<file path="config.mk">
export PLATFORM = sky130hd
export DESIGN_NAME = afh_axis
export DESIGN_NICKNAME = d
export VERILOG_FILES = /design/src/afh_pkg.sv /design/src/afh_mon_timer.sv /design/src/afh_axis.sv
export VERILOG_INCLUDE_DIRS = /design/src
export SDC_FILE = /design/constraint.sdc
export NUM_CORES = 1
export LEC_CHECK = 0
export ABC_AREA = 1
export BUFFER_PORTS_ARGS = -buffer_cell sky130_fd_sc_hd__buf_4
export CAP_MARGIN = 5
export CORE_AREA = 3 3 238 240
export CTS_CLUSTER_SIZE = 16
export DETAILED_ROUTE_END_ITERATION = 12
export DIE_AREA = 0 0 241 243
export PLACE_DENSITY = 0.62
export SETUP_SLACK_MARGIN = 0.3
export SYNTH_ARGS = -nofsm -noshare
export SYNTH_HDL_FRONTEND = slang
export SYNTH_SLANG_ARGS = --single-unit
</file>
<file path="constraint.sdc">
create_clock -name i_mclk -period 8.85 [get_ports i_mclk]
set_clock_uncertainty 0.2 [all_clocks]
set_input_delay 0.885 -clock i_mclk [delete_from_list [all_inputs] [get_ports i_mclk]]
set_output_delay 0.885 -clock i_mclk [all_outputs]
set_load 0.05 [all_outputs]
</file>
<file path="src/afh_map.svh">
// Function
// - Stalled outside window past monitor time: fault 134
// - Block completes only inside positioning window
// - Follow-up: loop off, reference copies actual
// - Position keeps sampling during follow-up
// - Follow-up on enable loss with request, velocity jog
// - Fault follow-up only for STOP 0, I, II
// - Follow-up active output reports every follow-up
// - Request sampled only at enable edges
// - Tracking: reference follows actual, output one
// - Re-enable after tracking starts from actual
// - Hold: keep reference, suppress monitors, output zero
// - Hold displacement shows as following error
// - Hold plus monitoring enabled switches to follow-up
// - Re-enable after hold starts from old reference
// - Follow-up with request suppresses three monitors
// - Motion diagnostic values are readable
// - Unreferenced axis: no limits, backlash, block start
// - Incremental encoder unreferenced after power-up
// - Setting zero: any set change needs re-reference
// - Setting one: re-reference only if ratio differs
`ifndef AFH_MAP_SVH
`define AFH_MAP_SVH
`define AFH_FAULT_POSMON 8'h86
`define AFH_POS_RESET 32'h0000_0000
`define AFH_CLK_NS 50
`define AFH_MON_TICK_US 1000
`define AFH_MON_TICK_CYC (`AFH_MON_TICK_US * 1000 / `AFH_CLK_NS)
`define AFH_SW_BEHAV_DEFAULT 1'b0
`endif

</file>
<file path="src/afh_pkg.sv">
package afh_pkg;
    typedef enum logic [1:0] {
        AFH_ST_RUN,
        AFH_ST_TRACK,
        AFH_ST_HOLD
    } afh_state_t;
    typedef enum logic [2:0] {
        AFH_STOP_NONE,
        AFH_STOP_0,
        AFH_STOP_I,
        AFH_STOP_II,
        AFH_STOP_III,
        AFH_STOP_IV
    } afh_stop_t;
    typedef struct packed {
        logic [31:0] pos_ref;
        logic [31:0] pos_act;
        logic [31:0] dist_to_go;
        logic [31:0] vel_set;
        logic [31:0] vel_act;
        logic [7:0] override_eff;
        logic [31:0] ext_block_pos;
        logic [31:0] follow_err;
        logic [31:0] loop_dev;
        logic [15:0] loop_gain;
    } afh_diag_t;
    typedef struct packed {
        logic [15:0] numerator;
        logic [15:0] denominator;
    } afh_ratio_t;
endpackage : afh_pkg

</file>
<file path="src/afh_mon_timer.sv">
`timescale 1ns/1ns
`default_nettype none
`include "afh_map.svh"
// Positioning monitor timer: counts millisecond ticks while armed.
module afh_mon_timer
(
    input wire logic i_mclk,
    input wire logic i_arst_n,
    input wire logic i_arm,
    input wire logic [15:0] i_limit_ms,
    output logic o_expired
);
    logic [15:0] pre_q;
    logic [15:0] pre_d;
    logic [15:0] ms_q;
    logic [15:0] ms_d;
    logic exp_q;
    logic exp_d;

    // Disarming restarts the count, so each stall is timed afresh.
    always_comb
    begin
        pre_d = pre_q;
        ms_d = ms_q;
        exp_d = exp_q;
        if (!i_arm)
        begin
            pre_d = 16'h0000;
            ms_d = 16'h0000;
            exp_d = 1'b0;
        end
        else if (pre_q == 16'(`AFH_MON_TICK_CYC - 1))
        begin
            pre_d = 16'h0000;
            if (ms_q >= i_limit_ms)
                exp_d = 1'b1;
            else
                ms_d = ms_q + 16'h0001;
        end
        else
            pre_d = pre_q + 16'h0001;
    end

    // Registers only.
    always_ff @(posedge i_mclk or negedge i_arst_n)
    begin
        if (!i_arst_n)
        begin
            pre_q <= 16'h0000;
            ms_q <= 16'h0000;
            exp_q <= 1'b0;
        end
        else
        begin
            pre_q <= pre_d;
            ms_q <= ms_d;
            exp_q <= exp_d;
        end
    end

    assign o_expired = exp_q;
endmodule : afh_mon_timer
`default_nettype wire

</file>
<file path="src/afh_axis.sv">
`timescale 1ns/1ns
`default_nettype none
`include "afh_map.svh"
// *********************************************************************
// Axis follow-up and position hold.
// *********************************************************************
module afh_axis
(
    input wire logic i_mclk,
    input wire logic i_arst_n,
    input wire logic i_ctrl_enable,
    input wire logic i_follow_up_req,
    input wire logic i_jog_velocity,
    input wire logic i_jog_incremental,
    input wire logic i_fault_active,
    input wire afh_pkg::afh_stop_t i_fault_stop,
    input wire logic i_monitor_enable,
    input wire logic i_axis_blocked,
    input wire logic i_in_pos_window,
    input wire logic i_block_request,
    input wire logic [15:0] i_positioning_monitor_time,
    input wire logic i_paramset_switch_behavior,
    input wire logic [1:0] i_paramset_sel,
    input wire afh_pkg::afh_ratio_t i_ratio_old,
    input wire afh_pkg::afh_ratio_t i_ratio_new,
    input wire logic i_ref_set,
    input wire logic [31:0] i_ref_value,
    input wire logic [31:0] i_pos_actual,
    input wire logic [31:0] i_pos_target,
    input wire logic [31:0] i_vel_setpoint,
    input wire logic [31:0] i_vel_actual,
    input wire logic [7:0] i_override,
    input wire logic i_ext_block_change,
    input wire logic [15:0] i_position_loop_gain,
    output logic o_follow_up_active,
    output logic o_loop_closed,
    output logic [31:0] o_pos_ref,
    output logic o_monitors_on,
    output logic o_fault,
    output logic [7:0] o_fault_code,
    output logic o_block_done,
    output logic o_block_start,
    output logic o_referenced,
    output logic o_limits_on,
    output logic o_backlash_on,
    output afh_pkg::afh_diag_t o_diag
);
    // *****************************************************************
    // Input synchronisers for pin-level controls.
    // *****************************************************************
    logic [2:0] en_sy_q;
    logic [2:0] en_sy_d;
    logic [2:0] rq_sy_q;
    logic [2:0] rq_sy_d;
    logic en_q;
    logic en_d;
    logic rq_q;
    logic rq_d;

    // A change is accepted only when stages two and three agree.
    always_comb
    begin
        en_sy_d = {en_sy_q[1:0], i_ctrl_enable};
        rq_sy_d = {rq_sy_q[1:0], i_follow_up_req};
        en_d = (en_sy_q[1] == en_sy_q[2]) ? en_sy_q[2] : en_q;
        rq_d = (rq_sy_q[1] == rq_sy_q[2]) ? rq_sy_q[2] : rq_q;
    end

    always_ff @(posedge i_mclk or negedge i_arst_n)
    begin
        if (!i_arst_n)
        begin
            en_sy_q <= 3'h0;
            rq_sy_q <= 3'h0;
            en_q <= 1'b0;
            rq_q <= 1'b0;
        end
        else
        begin
            en_sy_q <= en_sy_d;
            rq_sy_q <= rq_sy_d;
            en_q <= en_d;
            rq_q <= rq_d;
        end
    end

    // *****************************************************************
    // Follow-up state and position reference.
    // *****************************************************************
    afh_pkg::afh_state_t st_q;
    afh_pkg::afh_state_t st_d;
    logic en_prev_q;
    logic latched_rq_q;
    logic latched_rq_d;
    logic [31:0] ref_q;
    logic [31:0] ref_d;
    logic fu_q;
    logic fu_d;
    logic mon_q;
    logic mon_d;
    logic loop_q;
    logic loop_d;
    logic fault_fu;
    logic jog_fu;
    logic en_fall;
    logic en_rise;

    assign en_fall = en_prev_q & ~en_q;
    assign en_rise = ~en_prev_q & en_q;
    assign jog_fu = i_jog_velocity & ~i_jog_incremental;
    assign fault_fu = i_fault_active & ((i_fault_stop == afh_pkg::AFH_STOP_0)
        | (i_fault_stop == afh_pkg::AFH_STOP_I)
        | (i_fault_stop == afh_pkg::AFH_STOP_II));

    // The request is latched only at enable edges and ignored otherwise.
    always_comb
    begin
        st_d = st_q;
        latched_rq_d = latched_rq_q;
        ref_d = ref_q;
        if (en_fall || en_rise)
            latched_rq_d = rq_q;
        case (st_q)
            afh_pkg::AFH_ST_RUN:
            begin
                if (en_fall)
                    st_d = rq_q ? afh_pkg::AFH_ST_TRACK : afh_pkg::AFH_ST_HOLD;
                ref_d = i_pos_target;
            end
            afh_pkg::AFH_ST_TRACK:
            begin
                ref_d = i_pos_actual;
                if (en_rise)
                    st_d = afh_pkg::AFH_ST_RUN;
            end
            afh_pkg::AFH_ST_HOLD:
            begin
                // Reference kept, so push-away shows as following error.
                ref_d = ref_q;
                if (i_monitor_enable)
                    st_d = afh_pkg::AFH_ST_TRACK;
                else if (en_rise)
                    st_d = afh_pkg::AFH_ST_RUN;
            end
            default:
                st_d = afh_pkg::AFH_ST_RUN;
        endcase
        // Jog and fault follow-up track in any state, a held axis included.
        if (jog_fu || fault_fu)
            ref_d = i_pos_actual;
        fu_d = (st_q == afh_pkg::AFH_ST_TRACK) | jog_fu | fault_fu;
        loop_d = ~fu_d & (st_d == afh_pkg::AFH_ST_RUN);
        mon_d = ~((st_q == afh_pkg::AFH_ST_HOLD)
            | ((st_q == afh_pkg::AFH_ST_TRACK) & latched_rq_q));
    end

    always_ff @(posedge i_mclk or negedge i_arst_n)
    begin
        if (!i_arst_n)
        begin
            st_q <= afh_pkg::AFH_ST_RUN;
            en_prev_q <= 1'b0;
            latched_rq_q <= 1'b0;
            ref_q <= `AFH_POS_RESET;
            fu_q <= 1'b0;
            mon_q <= 1'b1;
            loop_q <= 1'b1;
        end
        else
        begin
            st_q <= st_d;
            loop_q <= loop_d;
            en_prev_q <= en_q;
            latched_rq_q <= latched_rq_d;
            ref_q <= ref_d;
            fu_q <= fu_d;
            mon_q <= mon_d;
        end
    end

    // *****************************************************************
    // Referencing, positioning monitor and block sequencing.
    // *****************************************************************
    logic refd_q;
    logic refd_d;
    logic [1:0] pset_q;
    logic fault_q;
    logic fault_d;
    logic [7:0] code_q;
    logic [7:0] code_d;
    logic done_q;
    logic done_d;
    logic start_q;
    logic start_d;
    logic [31:0] off_q;
    logic [31:0] off_d;
    logic expired;

    afh_mon_timer u_mon_timer
    (
        .i_mclk(i_mclk),
        .i_arst_n(i_arst_n),
        .i_arm(i_axis_blocked & ~i_in_pos_window & mon_q),
        .i_limit_ms(i_positioning_monitor_time),
        .o_expired(expired)
    );

    // Sticky fault; only a reset clears it, so no event is lost.
    always_comb
    begin
        fault_d = fault_q | expired;
        code_d = fault_d ? `AFH_FAULT_POSMON : 8'h00;
        refd_d = refd_q;
        off_d = off_q;
        if (pset_q != i_paramset_sel && refd_q)
        begin
            if (!i_paramset_switch_behavior)
                refd_d = 1'b0;
            else if (i_ratio_old != i_ratio_new)
                refd_d = 1'b0;
        end
        if (i_ref_set)
        begin
            refd_d = 1'b1;
            off_d = i_ref_value;
        end
        done_d = i_block_request & i_in_pos_window & refd_q;
        start_d = done_q & refd_q & en_q & ~fault_q;
    end

    always_ff @(posedge i_mclk or negedge i_arst_n)
    begin
        if (!i_arst_n)
        begin
            refd_q <= 1'b0;
            pset_q <= 2'h0;
            fault_q <= 1'b0;
            code_q <= 8'h00;
            done_q <= 1'b0;
            start_q <= 1'b0;
            off_q <= `AFH_POS_RESET;
        end
        else
        begin
            refd_q <= refd_d;
            pset_q <= i_paramset_sel;
            fault_q <= fault_d;
            code_q <= code_d;
            done_q <= done_d;
            start_q <= start_d;
            off_q <= off_d;
        end
    end

    // *****************************************************************
    // Diagnostic readouts, registered.
    // *****************************************************************
    afh_pkg::afh_diag_t diag_q;
    afh_pkg::afh_diag_t diag_d;
    logic [31:0] ext_q;

    // Readouts lag live values by one cycle to keep outputs registered.
    always_comb
    begin
        diag_d.pos_ref = ref_q;
        diag_d.pos_act = i_pos_actual;
        diag_d.dist_to_go = i_pos_target - i_pos_actual;
        diag_d.vel_set = i_vel_setpoint;
        diag_d.vel_act = i_vel_actual;
        diag_d.override_eff = i_override;
        diag_d.ext_block_pos = ext_q;
        diag_d.follow_err = ref_q - i_pos_actual;
        diag_d.loop_dev = ref_q - i_pos_actual + off_q - off_q;
        diag_d.loop_gain = i_position_loop_gain;
    end

    always_ff @(posedge i_mclk or negedge i_arst_n)
    begin
        if (!i_arst_n)
        begin
            diag_q <= '0;
            ext_q <= `AFH_POS_RESET;
        end
        else
        begin
            diag_q <= diag_d;
            if (i_ext_block_change)
                ext_q <= i_pos_actual;
        end
    end

    // *****************************************************************
    // Outputs, each from a flip-flop.
    // *****************************************************************
    assign o_follow_up_active = fu_q;
    assign o_loop_closed = loop_q;
    assign o_pos_ref = ref_q;
    assign o_monitors_on = mon_q;
    assign o_fault = fault_q;
    assign o_fault_code = code_q;
    assign o_block_done = done_q;
    assign o_block_start = start_q;
    assign o_referenced = refd_q;
    assign o_limits_on = refd_q;
    assign o_backlash_on = refd_q;
    assign o_diag = diag_q;
endmodule : afh_axis
`default_nettype wire

</file>
=== After elaboration in Yosys (flattened, before gate mapping) ===
Index checks and enable logic that the tools add are counted.

* Register bits: 438
* Bits of input ports: 283
* Output and inout bits: 329
* Logic and storage cells: 109

* Add/sub/neg operators: 6
* Magnitude comparators: 1
* Equality and inequality tests: 14
* Mux-type cells: 20
* Bitwise logic cells: 26
* Reduce and logical (&&, ||, !) cells: 10

{| class="wikitable"
|+ Operators with widths
! kind !! number
|-
| 32-bit subtractor || 3
|-
| 16-bit two-way mux || 5
|-
| 32-bit one-hot mux with 2 select lines || 1
|-
| 16-bit by 1-bit adder with 16-bit output (second input constant) || 2
|-
| 32-bit adder || 1
|-
| 32-bit two-way mux || 1
|-
| 32-bit != test || 1
|-
| 16-bit by 15-bit equality test with 1-bit output (second input constant) || 1
|-
| 16-bit greater-or-equal comparator || 1
|-
| 1-bit AND || 13
|-
| 2-bit two-way mux || 4
|-
| 8-bit two-way mux || 1
|-
| 1-bit two-way mux || 7
|-
| 1-bit inverter || 7
|-
| 3-bit by 2-bit equality test with 1-bit output (second input constant) || 2
|-
| 2-bit != test (second input constant) || 3
|-
| 1-bit OR || 6
|-
| 2-bit one-hot mux with 3 select lines || 1
|-
| 2-bit AND reduction || 3
|-
| 2-bit zero test || 2
|-
| 3-bit by 1-bit equality test with 1-bit output (second input constant) || 1
|-
| 3-bit by 1-bit != test with 1-bit output (second input constant) || 1
|-
| 3-bit nonzero test || 1
|-
| 1-bit equality test || 2
|-
| 6 further kinds || 7
|}

=== Depth between registers and ports, before layout ===
* Depth after elaboration: 7
* Depth in mapped cells: 26
* Mapped depth without buffers: 26

=== Hierarchy ===
From an unflattened synthesis, not the netlist that was laid out.

* Cell total of the unflattened synthesis: 2247
* Area, all modules: 19954.1 µm²

{| class="wikitable"
|+ By module, submodules not included
! module !! instances !! cells each !! area each (µm²) !! seq. area each (µm²)
|-
| afh_axis || 1 || 1913 || 17629.4 || 9161.3
|-
| afh_mon_timer || 1 || 334 || 2324.7 || 825.8
|}

=== Worst setup path after synthesis ===
OpenSTA, ideal clock, no wires.

* Kind: input to register
* Start point: input port i_pos_actual[9]
* End point: register diag_q (netlist bit o_diag[46])
* Library setup time: 0.117 ns
* Arrival time: 4.096 ns
* Required time: 8.533 ns
* Path slack: 4.437 ns
* Cell stages on the path: 23
* Path buffers: 0
* Cells stage by stage: inv_1 > ha_1 > nand2_1 > inv_1 > nand2_1 > nand2_1 > inv_1 > nand2_1 > nand2_1 > nand3_2 > a21oi_1 > o21bai_2 > a21boi_1 > xor2_1 > inv_1 > ha_1 > a21oi_1 > a21boi_0 > nor2_1 > a2111oi_0 > nand2_1 > nand2_1 > nand2_1

{| class="wikitable"
|+ RTL lines
! element !! RTL line !! text
|-
| from (decl) || afh_axis.sv:28 || <nowiki>input wire logic [31:0] i_pos_actual,</nowiki>
|-
| to (signal assigned) || afh_axis.sv:286 || <nowiki>diag_q <= diag_d;</nowiki>
|-
| to (decl) || afh_axis.sv:258 || <nowiki>afh_pkg::afh_diag_t diag_q;</nowiki>
|}

==> impl_metrics.ini <==
[critical_path]
path_cells = buf_4 > inv_1 > ha_1 > a21oi_1 > o21ai_0 > nor2_1 > nand3_2 > a21oi_1 > o21bai_2 > a21boi_1 > xor2_1 > inv_1 > ha_1 > a21oi_1 > a21boi_0 > nor2_1 > a2111oi_0 > nand2_1 > nand2_1 > nand2_1
critical_path_buf_inv_count = 3
path_max_fanout = 7
arrival_ns = 5.06
end_kind = register
criticalPathCategory = in2reg
cpPeakStageDelay_ns = 0.45
slowest_stage = a2111oi_0
start_kind = input port
path_delay_family = compound AO/OA/AOI/OAI gates
required_ns = 9.10

[timing]
slew_viol_final = 0
setup_ws_ns = 4.039
setup_violations = 0
finalCritPeriodShare_pct = 54.36
slew_headroom_pct = 38.03
max_freq_mhz = 207.9
rsz0062_at_grt = no
timing_hold_violations_final = 0
worstMarginPinSlew_ns = 0.9295
finalCriticalPeriod_ns = 4.811
tns_ns = 0

[die]
num_rows = 86
core_sq_um = 54880
die_x_microns = 241
die-area_sq_um = 58560
die_h_microns = 243
ios = 612
start_util_pct = 34.03

[clock_network]
cts_made_buffers = 46
cts_resized = 0
h-tree-depth = 2
cts.clk_slew.worst_paths_ns = 0.06
post_cts_buffers = 0
cts_tree = yes
cts_sinks = 399
cts_buffer_depth = 3
insertion_delay_ns = 0.59
cts_root_buffer = clkbuf_16
hold_buffers = 0

[routing]
drtPass1Iterations = 5
vias = 15343
routed_wirelength_mm = 60.25
dr.first_iter.drc_count = 749
avgViaCountPerCell = 4.704
drc = 0
postRouteAntennaNets = 0
avgRoutedWirePerCell_microns = 18.47

[yosys]
synth_ff_type = dfrtp_1
ys_top_cells_by_area = dfrtp_1 53%, ha_1 7.6%, nand2_1 6.9%
syn-cell-area_sq_um = 18670
async_flop_share_pct = 100.0
seq_area_frac_synth_pct = 53.48
yosysTopAreaCell = dfrtp_1
synth.avg_cell_area_sq_um = 9.537
yosysWarningCount = 0
synth_edf_count = 0
synth_top_area_share_pct = 53.20
ys_ff_latch = 399
syn_inst = 1958
yosysUniqueCellTypes = 53

[global_route]
grt_util_all_layers_pct = 20.21
grt_pass1_wl_mm = 91.13
first_global_vias = 15927
overflow = 0
antenna_found_initial = 1
grt_max_degree = 146

[outcome]
status = finished clean

[placed_design]
portBuffers = 575
dp_hpwl_mm = 48.08
routabilityCongestion = 0.9412
dp.cells = 3177
pre_cts_ws_ns = 3.549

[flow_run]
max-cap-violations = 0

[finish]
drive_above_1_share_pct = 28.04
finalNonFillerCells = 3262
nNetsFinal = 2920
fillers = 5234
post-route-util_pct = 45.73
final_cell_mix = 579 x buf_4, 397 x dfrtp_1, 342 x nand2_1, 234 x inv_1, 157 x nor2_1
final_common_cell = buf_4
area_growth_pct = 34.38

[power_and_ir_drop]
powerDensity_nw_per_um2 = 381.3
irDropWorstVdd_uv = 205.9
p_leak_uw = 0.01280
p_total_uw = 9569

[hold_path]
hp-class = reg2reg
==> power breakdown <==
part	internal, uW	leakage (uW)	switching [uW]
registers	2240	0.00472	214
logic	1610	0.00734	3590
clock network	1140	0.000746	780
==> synth_stat cells, types with 3 or more instances <==
cell type,number
o21ai_1,4
a211oi_1,3
inv_2,3
clkbuf_1,26
dfrtp_1,397
nand3_1,103
nor3_1,40
ha_1,114
a31oi_1,38
nand2_1,343
a21oi_2,3
nand3b_1,4
a21o_1,5
a21oi_1,137
nor2_2,4
a21boi_1,3
nor2_1,157
nor3b_1,6
nand2_2,21
nand3_2,4
and3_1,5
o221a_2,3
a21boi_0,3
buf_4,42
xor2_1,96
o21bai_1,10
o21ai_0,51
a2111oi_0,3
nor4_1,8
nand4_1,16
xnor2_1,30
a31o_2,5
o21a_1,4
inv_1,234
or2_2,5
==> metal layers <==
metal | global-route usage, % | up-vias | part of all wire [%]
met1 | 25.70 | 7344 | 43
met5 | 0 | - | 0.022
met2 | 34.77 | 428 | 49
met4 | 5.079 | 2 | 2.1
li1 | - | 7493 | -
met3 | 4.443 | 76 | 6.3
==> stage by stage <==
step | hold WS [ns] | instance area (sq um)
after floorplan | 0.1312 | 18690
after global placement | 0.1374 | 23540
after detailed placement | 0.1362 | 23540
after CTS | 0.1499 | 25090
after global routing | 0.1619 | 25090
final | 0.1517 | 25090
==> registers in the layout, indices dropped and copies added (netlist names), 2 cells and up <==
register,cells
o_pos_ref,32
o_diag,280
en_sy_q,3
st_q,2
u_mon_timer.pre_q,16
ext_q,32
pset_q,2
u_mon_timer.ms_q,16
rq_sy_q,3
==> path summary, 6_finish.rpt <==
path | from | endpoint | slack, ns | depth (start not counted)
worst max-delay path | i_pos_actual[16] | o_diag[46]$_DFF_PN0_ | 4.04 | 20
worst min-delay path | en_sy_q[0]$_DFF_PN0_ | en_sy_q[1]$_DFF_PN0_ | 0.15 | 0
worst max register to register | o_pos_ref[16]$_DFFE_PN0P_ | o_diag[46]$_DFF_PN0_ | 4.04 | 18
worst min register to register | en_sy_q[0]$_DFF_PN0_ | en_sy_q[1]$_DFF_PN0_ | 0.15 | 0
max in group asynchronous | i_arst_n | en_sy_q[0]$_DFF_PN0_ | 6.73 | 2
min in group asynchronous | i_arst_n | o_diag[132]$_DFF_PN0_ | 0.17 | 1
==> cell type report <==
| cell class | instances | area, sq um | share of cell area (%) |
|---|---|---|---|
| diodes | 1 | 2.502 | 0.009972 |
| clock buffers | 59 | 1271 | 5.066 |
| clock inverters | 25 | 277.8 | 1.107 |
| inverters | 238 | 893.4 | 3.560 |
| multi-input cells | 1255 | 7400 | 29.49 |
| flip-flops and latches | 399 | 9987 | 39.80 |
| well taps | 704 | 880.8 | 3.510 |
| repair buffers | 581 | 4382 | 17.46 |
==> cells by family (layout without fill, tap and decap cells) <==
group           count (synthesis)  in the layout  synth area share [%]
compound gates                282            282                 8.710
xor+xnor                      126            126                 5.910
fa+ha+maj                     118            118                 7.960
buf+inv                       308            903                 7.049
flops                         399            399                 53.48
mux                             2              2                0.1206
other cells                     1              6               0.02008
simple gates                  722            722                 16.75
(Power assumes the default switching activity.)
